### src/core/pecr_map.svh
/*
  Timing constants of the phase-encoded clock recovery front end.
  Assumes a 50 MHz system clock and a 120 kHz recorded bit rate.
*/
`ifndef PECR_MAP_SVH
`define PECR_MAP_SVH

// ==========================================================
// clock and data rates
`define PECR_CLK_HZ        50000000
`define PECR_BIT_RATE_HZ   120000
`define PECR_CELL_TICKS    24
// loop oscillator period in system clocks, rounded down
`define PECR_OSC_DIV       (`PECR_CLK_HZ / (`PECR_BIT_RATE_HZ * `PECR_CELL_TICKS))
`define PECR_OSC_HALF      (`PECR_OSC_DIV / 2)

// ==========================================================
// window counter
`define PECR_HALF_CELL     (`PECR_CELL_TICKS / 2)
`define PECR_THIRD_CELL    (`PECR_CELL_TICKS / 3)
`define PECR_FULL_COUNT    (`PECR_HALF_CELL + `PECR_THIRD_CELL)

// ==========================================================
// gap oscillator, one oscillator period slower than a data cell
`define PECR_GAP_CYC       ((`PECR_CELL_TICKS + 1) * `PECR_OSC_DIV)

`endif

### src/core/pecr_pkg.sv
/*
  Types of the phase-encoded clock recovery front end.
  Assumes pecr_map.svh is on the include path.
*/
package pecr_pkg;

  // ========================================================
  // extraction state
  typedef enum logic [2:0] {
    PECR_IDLE  = 3'b001,
    PECR_ARMED = 3'b010,
    PECR_TRACK = 3'b100
  } pecr_state_e;

  typedef logic [4:0] pecr_cnt_t;
  typedef logic [8:0] pecr_gap_t;

endpackage : pecr_pkg

### src/core/pecr_extract.sv
/*
  Midpoint pulse extractor and reference selector for a clock recovery loop.
  Assumes DATA_IN and DATA_GATE are asynchronous pins; REF_PULSE feeds the
  reference input of an external phase detector.
*/
// How it works
// - a zero cell is a rising edge at mid cell.
// - a one cell is a falling edge at mid cell.
// - extra edges sit only at cell boundaries, masked here.
// - one reference pulse per cell, at its midpoint.
// - loop oscillator ticks twenty-four times per bit cell.
// - data copy resampled once per oscillator period, at its half-way point.
// - transition pulse is data xor delayed copy, gated.
// - gate initialises logic so the first transition gives no pulse.
// - first transition closes the window and clears the counter.
// - counter full count opens the window until next transition.
// - every accepted pulse clears the counter again.
// - during gaps the reference is a slightly slow oscillator.
// - with data present the reference is the midpoint pulse.
`timescale 1ns/1ps
`include "pecr_map.svh"

module pecr_extract (
  // clock and reset
  input  wire logic MCLK,
  input  wire logic RST_N,
  // tape read channel
  input  wire logic DATA_IN,
  input  wire logic DATA_GATE,
  // phase detector reference
  output logic      REF_PULSE,
  // recovered cells
  output logic      MID_PULSE,
  output logic      BIT_VALUE,
  output logic      WINDOW_OPEN
);
  import pecr_pkg::*;

  localparam int FULL_N = `PECR_FULL_COUNT;

  // ========================================================
  // pin synchronisers
  logic data_m;
  logic data_s;
  logic gate_m;
  logic gate_s;

  always_ff @(posedge MCLK) begin
    if (!RST_N) begin
      data_m <= 1'b0;
      data_s <= 1'b0;
      gate_m <= 1'b0;
      gate_s <= 1'b0;
    end else begin
      data_m <= DATA_IN;
      data_s <= data_m;
      gate_m <= DATA_GATE;
      gate_s <= gate_m;
    end
  end

  // ========================================================
  // loop oscillator: full and half period enables
  pecr_cnt_t div_cnt;
  pecr_cnt_t next_div_cnt;
  logic      osc_tick;
  logic      half_tick;
  logic      next_osc_tick;
  logic      next_half_tick;

  always_comb begin
    next_div_cnt   = div_cnt + 5'h01;
    next_osc_tick  = 1'b0;
    next_half_tick = 1'b0;
    if (div_cnt == 5'(`PECR_OSC_DIV - 1)) begin
      next_div_cnt  = 5'h00;
      next_osc_tick = 1'b1;
    end
    if (div_cnt == 5'(`PECR_OSC_HALF - 1)) begin
      next_half_tick = 1'b1;
    end
  end

  always_ff @(posedge MCLK) begin
    if (!RST_N) begin
      div_cnt   <= 5'h00;
      osc_tick  <= 1'b0;
      half_tick <= 1'b0;
    end else begin
      div_cnt   <= next_div_cnt;
      osc_tick  <= next_osc_tick;
      half_tick <= next_half_tick;
    end
  end

  // ========================================================
  // transition detector
  logic delayed;
  logic next_delayed;
  logic xor_q;
  logic xor_now;
  logic trans;

  always_comb begin
    next_delayed = delayed;
    if (half_tick) begin
      next_delayed = data_s;
    end
    xor_now = data_s ^ delayed;
    // edge of the xor so a long difference still counts once
    trans   = xor_now & ~xor_q;
  end

  always_ff @(posedge MCLK) begin
    if (!RST_N) begin
      delayed <= 1'b0;
      xor_q   <= 1'b0;
    end else begin
      delayed <= next_delayed;
      xor_q   <= xor_now;
    end
  end

  // ========================================================
  // window counter and inhibit latch
  pecr_state_e state;
  pecr_state_e next_state;
  pecr_cnt_t   cell_cnt;
  pecr_cnt_t   next_cell_cnt;
  logic        window_open;
  logic        next_window_open;
  logic        accept;

  always_comb begin
    next_state       = state;
    next_cell_cnt    = cell_cnt;
    next_window_open = window_open;
    accept           = 1'b0;
    unique case (state)
      PECR_IDLE: begin
        next_cell_cnt    = 5'h00;
        next_window_open = 1'b0;
        if (gate_s) begin
          next_state = PECR_ARMED;
        end
      end
      PECR_ARMED: begin
        // first edge of a block is a midpoint edge: swallow it
        if (trans) begin
          next_cell_cnt    = 5'h00;
          next_window_open = 1'b0;
          next_state       = PECR_TRACK;
        end
      end
      PECR_TRACK: begin
        accept = trans & window_open;
        if (accept) begin
          next_cell_cnt    = 5'h00;
          next_window_open = 1'b0;
        end else begin
          if (osc_tick && cell_cnt != 5'(FULL_N)) begin
            next_cell_cnt = cell_cnt + 5'h01;
          end
          if (cell_cnt == 5'(FULL_N)) begin
            next_window_open = 1'b1;
          end
        end
      end
    endcase
    if (!gate_s) begin
      next_state       = PECR_IDLE;
      next_cell_cnt    = 5'h00;
      next_window_open = 1'b0;
      accept           = 1'b0;
    end
  end

  always_ff @(posedge MCLK) begin
    if (!RST_N) begin
      state       <= PECR_IDLE;
      cell_cnt    <= 5'h00;
      window_open <= 1'b0;
    end else begin
      state       <= next_state;
      cell_cnt    <= next_cell_cnt;
      window_open <= next_window_open;
    end
  end

  // ========================================================
  // gap oscillator, a little slower than the bit rate
  pecr_gap_t gap_cnt;
  pecr_gap_t next_gap_cnt;
  logic      gap_tick;

  always_comb begin
    gap_tick     = (gap_cnt == 9'(`PECR_GAP_CYC - 1));
    next_gap_cnt = gap_tick ? 9'h000 : gap_cnt + 9'h001;
  end

  always_ff @(posedge MCLK) begin
    if (!RST_N) begin
      gap_cnt <= 9'h000;
    end else begin
      gap_cnt <= next_gap_cnt;
    end
  end

  // ========================================================
  // reference selector and outputs
  logic next_ref;
  logic next_bit;

  always_comb begin
    next_ref = gate_s ? accept : gap_tick;
    next_bit = BIT_VALUE;
    if (accept) begin
      // level after a midpoint edge: high means zero cell
      next_bit = ~data_s;
    end
  end

  always_ff @(posedge MCLK) begin
    if (!RST_N) begin
      REF_PULSE   <= 1'b0;
      MID_PULSE   <= 1'b0;
      BIT_VALUE   <= 1'b0;
      WINDOW_OPEN <= 1'b0;
    end else begin
      REF_PULSE   <= next_ref;
      MID_PULSE   <= accept;
      BIT_VALUE   <= next_bit;
      WINDOW_OPEN <= next_window_open;
    end
  end
endmodule : pecr_extract

### config.mk
export PLATFORM = sky130hd
export DESIGN_NAME = pecr_extract
export DESIGN_NICKNAME = d
export VERILOG_FILES = /design/src/core/pecr_pkg.sv /design/src/core/pecr_extract.sv
export VERILOG_INCLUDE_DIRS = /design/src /design/src/core
export SDC_FILE = /design/constraint.sdc
export NUM_CORES = 1
export LEC_CHECK = 0
export ABC_AREA = 1
export BUFFER_PORTS_ARGS = -buffer_cell sky130_fd_sc_hd__buf_2
export CAP_MARGIN = 40
export CORE_MARGIN = 4
export CORE_UTILIZATION = 45
export DETAILED_ROUTE_END_ITERATION = 16
export SYNTH_ARGS = -nofsm -noshare
export SYNTH_HDL_FRONTEND = slang
export SYNTH_SLANG_ARGS = --single-unit
export TNS_END_PERCENT = 30
### constraint.sdc
create_clock -name MCLK -period 1.43 [get_ports MCLK]
set_input_delay 0.0715 -clock MCLK [delete_from_list [all_inputs] [get_ports MCLK]]
set_output_delay 0.0715 -clock MCLK [all_outputs]
set_load 0.05 [all_outputs]
# ---- Yosys cells after proc, flatten, opt, wreduce, memory -nomap -nowiden
# Cells that the tools add are included.
dict set report word_totals {
  elab_cells 59
  out_inout_bits 4
  inputBits 4
  reg_bits 34
}
dict set report op_classes {
  mux 15
  n_eq_ne 11
  n_reduce_logical 8
  n_addsub 3
  n_bitwise 6
}
# cell count
set ops {}
lappend ops {{5-bit two-way mux} 3}
lappend ops {{5-bit case mux with 3 select lines} 1}
lappend ops {{5-bit by 1-bit adder with 5-bit output (second input constant)} 2}
lappend ops {{5-bit equality test (second input constant)} 2}
lappend ops {{9-bit by 1-bit adder with 9-bit output (second input constant)} 1}
lappend ops {{9-bit equality test (second input constant)} 1}
lappend ops {{1-bit two-way mux} 8}
lappend ops {{2-bit AND reduction} 4}
lappend ops {{3-bit != test (second input constant)} 2}
lappend ops {{3-bit case mux with 2 select lines} 1}
lappend ops {{5-bit by 3-bit equality test with 1-bit output (second input constant)} 1}
lappend ops {{5-bit != test (second input constant)} 1}
lappend ops {{2-bit OR reduction} 2}
lappend ops {{3-bit by 1-bit equality test with 1-bit output (second input constant)} 1}
lappend ops {{3-bit by 2-bit equality test with 1-bit output (second input constant)} 1}
lappend ops {{3-bit equality test (second input constant)} 1}
lappend ops {{3-bit two-way mux} 1}
lappend ops {{1-bit inverter} 3}
lappend ops {{1-bit case mux with 3 select lines} 1}
lappend ops {{1-bit AND} 2}
lappend ops {{2-bit != test (second input constant)} 1}
lappend ops {{2-bit nonzero test} 1}
lappend ops {{1-bit logical AND} 1}
lappend ops {{1-bit XOR} 1}

# ---- Logic depth before layout (Yosys ltp)
# Gate-level depths: netlist of the first run.
dict set report depth {
  depth_word 6
  mapped_depth 11
}

# ---- Least setup slack after synthesis of the first run
# Ideal clock, no wire load.
dict set report synth_timing {
  path_type {reg2reg}
  from {register, netlist name WINDOW_OPEN}
  to {register WINDOW_OPEN}
  slack_ns 0.130
  stages_incl_launch_ff 6
  synth_period_minus_slack_ns 1.300
  n_path_buf 0
  required_ns 1.314
  arrival_ns 1.183
  path_cell_list {dfxtp_1 > nand4_1 > nand2_1 > nand2_1 > nand2_1 > nor2_1}
}
# element line_no
set synth_lines {}
lappend synth_lines {{end signal: assignment} pecr_extract.sv:233} ;# WINDOW_OPEN <= next_window_open;
lappend synth_lines {{end: declaration} pecr_extract.sv:35} ;# output logic WINDOW_OPEN

# ---- Final worst setup path of the first run
dict set report layout_timing {
  from {register cell_cnt[0]}
  to {register cell_cnt[0]}
}
dict set report layout_via {
  elab_chain_len 4
  word_cells_on_any_way 8
  classes_between {add/sub (1); eq/ne (2); mux (3); reduce/logical (2)}
}
# element line_no
set layout_rtl {}
lappend layout_rtl {{start: declaration} pecr_extract.sv:128} ;# pecr_cnt_t cell_cnt;
lappend layout_rtl {{start signal: assignment} pecr_extract.sv:185} ;# cell_cnt <= next_cell_cnt;
lappend layout_rtl {{5-bit by 1-bit adder with 5-bit output / 5-bit != test (equally long branches)} {pecr_extract.sv:162, pecr_extract.sv:161}}
lappend layout_rtl {{5-bit two-way mux / 1-bit logical AND (equally long branches)} pecr_extract.sv:161} ;# if (osc_tick && cell_cnt != 5'(FULL_N)) begin
lappend layout_rtl {{5-bit two-way mux / 3-bit != test (equally long branches)} --}
lappend layout_rtl {{5-bit case mux with 3 select lines / 2-bit AND reduction (equally long branches)} --}
# Parallel ways exist; a longest one is shown, timed or not. The select of a mux whose other input is x is not followed.
# A chain may end at the register's enable or synchronous reset.

==> results.md, run 1 <==
* Outcome: complete, no violations
* Root buf cell: clkbuf_4
* Number of synthesized register bits at 34
* RSZ-0062 raised after global routing: yes
* CTS Buf Count at 5
* Setup slack after layout at approximately 0.11 ns
* Final net count at roughly 210
* Skew final at between 0.006 and 0.007 ns
* Die ar. at 4230 um^2
* I/O pins at 8
* Worst-path clk slew at approximately 0.10 ns
* Port Buffers at 7
* CP required at 1.66 ns
* Largest net degree at the start of global routing at 12
* Htree depth at 2
* CP max-delay cell: dfxtp_2
* Static Leakage at 0.696 nW
* Core area at between 3000 and 4000 um^2
* Unique masters post-synth at 28
* Final Hold Viols at 0
* EDFF count, synth at 0
* Critical-path cell list: inv_2 -> ha_2 -> nand2_2 -> inv_2 -> nand2_1 -> nand2_2 -> a21oi_4 -> xor2_1 -> nor2_1
* Crit path kind: flop to flop
* CP arrival at between 1.5 and 2 ns
* Worst Setup End Kind: flop
* Top FF cell, synth: dfxtp_1
* Seq/Total Area, Yosys at 0.465
* Die Height at ~65 um
* Total gr overflow at 0
* Slew margin rel. at 0.826
* Worst Path Max Fanout at 4
* Reg area at just under 700 um^2
* Warnings from Yosys at 0
* Finish-stage setup viols at 0
* WL per Instance at between 10 and 15 um
* Cells after DPL at between 200 and 250
* Fin cells at 244
* Worst path max stage delay at roughly 0.37 ns
* Dpl hpwl at 1850 um
* DRT iter0 DRCs at between 60 and 70
* Ant diodes at 0
* Worst VDD drop at approximately 0.62 mV
* Hold Crit Class: input pin to flop
* Multi-input gate area at approximately 700 um^2
* Vias per cell at approximately 4.7
* TritonCTS clock tree: done
* Pre-CTS setup slack at -0.000792 ns
* Slew at the pin closest to its max-slew limit at around 0.26 ns
* Synthesized area at about 1500 um^2
* Antenna violations before repair at 0
* Die X at between 60 and 70 um
* First-pass DRT Iterations at 4
* Slew Viols, Final at 0
* Area contributors post-synth: dfxtp_1 (47%), nand2_1 (8.5%), inv_1 (6.2%)
* Final estimated routing congestion in global placement at 0.866
* First-pass GRT wire length at around 4400 um
* Mapped Nets at between 150 and 200
* Remaining antenna violation count at 0
* Share of flip-flops with an asynchronous set or reset at 0
* Layout area overhead at 15.1%
* Fill count at between 200 and 300
* PD cells at 960 nW/um^2
* # rows at 20
* DRC violations left at 0
* Post-synthesis average cell area at ~8.0 um^2
* Min Hold Slack at a little under 0.05 ns
* Vias in the first global route at about 1100
* DRT Wirelength at ~2400 um
* Tmin final at roughly 1.3 ns
* Top cell type's share of synthesized area at 0.465
* Synthesized instance count at between 150 and 200
* Initial Util at 0.475
* Share of layout cells above drive strength 1 at 0.215
* Worst Setup Start Kind: flop
* Clock tree sinks at 34
* Crit share post-route at 0.922
* Synth area leader: dfxtp_1
* F_max at about 760 MHz
* Via count at 1148
* CTS max path bufs at 2
* # Max-Cap Violations at 0
* Clock Latency Late Sink at approximately 0.33 ns
* All-Layer GR Usage at 0.136
==> cells in the final DEF, fill, tap and decap left out, drive strengths merged, types with 2 or more instances in the layout <==
cell	synthesis	routed
nor4	2	2
clkinv	1	2
nor2	25	25
o21ai	4	4
a21oi	10	10
nand2	35	35
clkbuf	0	6
xor2	8	8
dfxtp	34	34
nand3	15	15
ha	6	6
inv	27	27
or2	3	3
nor3	3	3
dlygate4sd3	0	2
nand4	3	3
buf	1	9
==> final timing paths <==
path	startpoint	endpoint	slack, ns	cells past startpoint
worst min-delay path	RST_N	data_m$_SDFF_PN0_	0.05	3
worst max register to register	cell_cnt[0]$_SDFFE_PN0P_	cell_cnt[0]$_SDFFE_PN0P_	0.11	9
worst min register to register	gate_m$_SDFF_PN0_	gate_s$_SDFF_PN0_	0.43	2
worst max-delay path	cell_cnt[0]$_SDFFE_PN0P_	cell_cnt[0]$_SDFFE_PN0P_	0.11	9
==> logic make-up after synthesis <==
logic type,Yosys count,synth area share
adder cells (fa/ha/maj),6,0.0513
buffers and inverters,29,0.0753
AO/OA/AOI/OAI,16,0.0676
flip-flops,34,0.465
XOR/XNOR,9,0.0539
AND/OR/NAND/NOR,88,0.287
==> power breakdown <==
group,leakage (nW),total (W),internal (W),switching (W)
Clock,0.0343,0.000552,0.000236,0.000316
Combinational,0.384,0.0000747,0.0000317,0.0000430
Sequential,0.278,0.000988,0.000970,0.0000187
==> worst max-delay path: cells and delay by family (launching register included) <==
kind            cells  cell delay (ns)
compound gates      1             0.16
xor+xnor            1             0.16
fa+ha+maj           1             0.17
buf+inv             2             0.08
flops               1             0.37
simple gates        4             0.28
==> through the flow <==
stage	setup TNS, ns	area (um^2)	power, W	util
after detailed placement	-0.000792	1550	0.00108	0.503
after CTS	0	1640	0.00164	0.533
after global routing	-0.0450	1680	0.00171	0.547
final	0	1680	0.00162	0.547
after floorplan	0	1460	0.00106	-
after global placement	0	1550	0.00108	0.503
==> layout make-up <==
type	instances	share of cell area
Timing Repair Buffer	11	0.0416
Tap cell	44	0.0327
Inverter	28	0.0625
Sequential cell	34	0.407
Clock inverter	2	0.00743
Multi-Input combinational cell	119	0.418
Clock buffer	6	0.0305
==> cells in the mapped netlist (all sizes together), types with 2 or more instances <==
master and number:
nor4 2, nor2 25, inv 27, ha 6
dfxtp 34, or2 3, xor2 8, o21ai 4
a21oi 10, nor3 3, nand2 35, nand3 15
nand4 3
==> timing repair <==
action	CTS	global route
endpoints found under the setup margin	1	8
hold buffers	2	0
hold endpoints to repair	2	0
buffers inserted	0	2
resized for setup	1	14
pin swaps	0	5
==> sequential cells by signal (all words and copies together), names as in the netlist <==
| name | flops |
|---|---|
| gap_cnt | 9 |
| cell_cnt | 5 |
| div_cnt | 5 |
| state | 3 |
| BIT_VALUE | 1 |
| MID_PULSE | 1 |
| REF_PULSE | 1 |
| WINDOW_OPEN | 1 |
| data_m | 1 |
| data_s | 1 |
| delayed | 1 |
| gate_m | 1 |
| gate_s | 1 |
| half_tick | 1 |
| osc_tick | 1 |
| xor_q | 1 |
==> metal layers <==
layer  share of wire  global-route usage
met3           0.038              0.0416
met5               0                   0
met4           0.027              0.0803
met2            0.44               0.201
met1            0.49               0.172
No activity file was read; power rests on OpenSTA's default activity.
==> run 2: changes to the inputs <==
- CORE_MARGIN: 4 -> not set
==> results.md, run 2 (synthesis gave the netlist of run 1 again) <==
* Share of layout cells above drive strength 1 at 0.190 (was 0.215)
* Layout area overhead at 14.1% (was 15.1%)
* Vias per cell at 4.62 (was 4.70)
* Htree depth at 2 (unchanged)
* Post-route setup TNS at 0 ns (unchanged)
* Crit share post-route at 0.946 (was 0.922)
* Vias in the first global route at 1120 (was 1060)
* Initial Util at 0.475 (unchanged)
* R2r setup slk at 0.08 ns (was 0.11 ns)
* P_int at 0.00124 W (about the same)
* Worst-path clk slew at 0.11 ns (was 0.10 ns)
* Hold Crit Class: input pin to flop (unchanged)
* All-Layer GR Usage at 0.174 (was 0.136)
* Worst path max stage delay at 0.36 ns (was 0.37 ns)
* Most frequent cells in the layout: nand2_1 (31), dfxtp_1 (30), inv_1 (24), nor2_1 (24), nand3_1 (13) (was dfxtp_1 (30), nand2_1 (30), nor2_1 (24))
* Comb pwr share at 0.048 (was 0.046)
* DRT Wirelength at 2410 um (was 2450 um)
* Fill count at 317 (was 296)
* Placed Instance Area at 1560 um^2 (was 1550 um^2)
* Clk pwr share at 0.343 (was 0.342)
* CP max-delay cell: dfxtp_2 (unchanged)
* Reg2Reg Capture Point: cell_cnt[0]$_SDFFE_PN0P_ (unchanged)
* PD cells at 971 nW/um^2 (was 960 nW/um^2)
* CP arrival at 1.59 ns (was 1.55 ns)
* Design area at 1670 um^2 (was 1680 um^2)
* Static Leakage at 0.683 nW (was 0.696 nW)
* F_max at 739 MHz (was 758 MHz)
* Hold Path Stages at 3 (unchanged)
* Antenna violations before repair at 0 (unchanged)
* Most common cell after layout, fill and taps aside: nand2_1
* RSZ-0062 raised after global routing: yes (unchanged)
* Cells after DPL at 233 (was 232)
* Pre-CTS setup slack at 0.0185 ns (was -0.000792 ns)
* First-pass DRT Iterations at 4 (unchanged)
* Clock Latency Late Sink at 0.34 ns (was 0.33 ns)
* Max reg flops at 9 (unchanged)
* Total gr overflow at 0 (unchanged)
* DRT iter0 DRCs at 58 (was 64)
* Top reg by flops: gap_cnt (unchanged)
* Slew at the pin closest to its max-slew limit at 0.256 ns (was 0.259 ns)
* Critical-path cell list: inv_1 -> ha_1 -> nand2_1 -> inv_1 -> nand2_1 -> nand2_2 -> a21oi_4 -> xor2_1 -> nor2_1 (was inv_2 -> ha_2 -> nand2_2 -> inv_2 -> nand2_1 -> nand2_2 -> a21oi_4 -> xor2_1 -> nor2_1)
* Clock tree sinks at 34 (unchanged)
* Finish-stage setup viols at 0 (unchanged)
* Die Height at 59.0 um (was 65.0 um)
* Hold Path End: data_m$_SDFF_PN0_ (unchanged)
* Ant diodes at 0 (unchanged)
* Remaining antenna violation count at 0 (unchanged)
* WL per Instance at 9.88 um (was 10.0 um)
* # Max-Cap Violations at 0 (unchanged)
* Biggest regs: gap_cnt (9), cell_cnt (5), div_cnt (5) (unchanged)
* Worst Setup Start Kind: flop (unchanged)
* Worst Setup SP: cell_cnt[0]$_SDFFE_PN0P_ (unchanged)
* First-pass GRT wire length at 4480 um (was 4370 um)
* Die X at 59.0 um (was 65.0 um)
* CTS max path bufs at 2 (unchanged)
* Port Buffers at 7 (unchanged)
* Via count at 1127 (was 1148)
* Fin cells at 244 (unchanged)
* Final net count at 209 (unchanged)
* # rows at 20 (unchanged)
* Slew Viols, Final at 0 (unchanged)
* CP required at 1.67 ns (was 1.66 ns)
* Largest net degree at the start of global routing at 12 (unchanged)
* Outcome: complete, no violations (unchanged)
* Final Hold Viols at 0 (unchanged)
* Min-delay src: RST_N (unchanged)
* P_sw at 0.000382 W (was 0.000378 W)
* TritonCTS clock tree: done (unchanged)
* Final estimated routing congestion in global placement at 0.844 (was 0.866)
* Slew margin rel. at 0.829 (was 0.826)
* Worst Path Max Fanout at 4 (unchanged)
* I/O pins at 8 (unchanged)
* Die ar. at 3480 um^2 (was 4230 um^2)
* Crit path kind: flop to flop (unchanged)
* Reg2reg path depth at 9 (unchanged)
* Skew final at 0.0100 ns (was 0.00618 ns)
* Switch share at 0.236 (was 0.234)
* CTS Buf Count at 5 (unchanged)
* Dpl hpwl at 1820 um (was 1850 um)
* Reg2reg start: cell_cnt[0]$_SDFFE_PN0P_ (unchanged)
* Root buf cell: clkbuf_4 (unchanged)
* Core area at 3080 um^2 (unchanged)
* Sequential share of power at 0.609 (was 0.612)
* Setup slack after layout at 0.0770 ns (was 0.111 ns)
* Tmin final at 1.35 ns (was 1.32 ns)
* Worst VDD drop at 0.701 mV (was 0.625 mV)
* Worst Setup End Kind: flop (unchanged)
* DRC violations left at 0 (unchanged)
==> run 2: cell counts in the layout (fill, tap and decap cells not counted) <==
Identical to the previous run, type by type.
==> run 2: power groups by stage <==
stage	registers, W	logic, W	clock network (W)
floorplan	0.00100	0.0000548	0
global placement	0.00101	0.0000706	0
detailed placement	0.00101	0.0000724	0
CTS	0.000987	0.0000769	0.000580
global route	0.000992	0.0000919	0.000621
finish	0.000988	0.0000774	0.000556
==> run 2: metrics by stage <==
stage	total power, W	utilization	hold slack [ns]
final	0.00162	0.542	0.0389
after global routing	0.00170	0.542	0.0430
after CTS	0.00164	0.533	0.0320
after detailed placement	0.00108	0.505	0.257
after global placement	0.00108	0.505	0.252
after floorplan	0.00106	-	0.169
==> run 2: critical path: cells and delay by family (launching register included) <==
| family | cells | cell delay, ns |
|---|---|---|
| AND/OR/NAND/NOR | 4 | 0.26 |
| adder cells (fa/ha/maj) | 1 | 0.19 |
| XOR/XNOR | 1 | 0.17 |
| buffers and inverters | 2 | 0.11 |
| flip-flops | 1 | 0.36 |
| AO/OA/AOI/OAI | 1 | 0.17 |
==> run 2: worst max-delay path by stage <==
stage                                           to  slack [ns]  cells past startpoint
final                     cell_cnt[0]$_SDFFE_PN0P_        0.08                      9
after global routing      cell_cnt[0]$_SDFFE_PN0P_       -0.03                      9
after CTS                 cell_cnt[0]$_SDFFE_PN0P_        0.03                      9
after detailed placement  cell_cnt[0]$_SDFFE_PN0P_        0.02                      9
after global placement    cell_cnt[0]$_SDFFE_PN0P_        0.11                      9
after floorplan           WINDOW_OPEN$_SDFFE_PN0P_        0.13                      5
==> run 2: cell type report <==
type	count	area (um^2)	area share
clock inverter	2	12.5	0.00750
inverter	28	105	0.0630
tap	44	55.1	0.0330
sequential	34	686	0.411
multi-input combinational	119	689	0.413
clock buffer	6	51.3	0.0307
timing repair buffer	11	70.1	0.0420
==> run 2: layer usage <==
| metal | track usage | vias to the layer above | wire length [um] |
|---|---|---|---|
| li1 | - | 606 | - |
| met1 | 0.215 | 502 | 1200 |
| met2 | 0.278 | 14 | 1090 |
| met3 | 0.0459 | 5 | 66 |
| met4 | 0.0918 | 0 | 49 |
| met5 | 0 | - | 0 |
==> run 2: timing repair <==
action	in CTS	in global routing
hold buffers	2	0
pin swaps	0	1
hold endpoints to repair	2	0
endpoints found under the setup margin	1	5
setup buffers	0	1
resized for setup	1	7
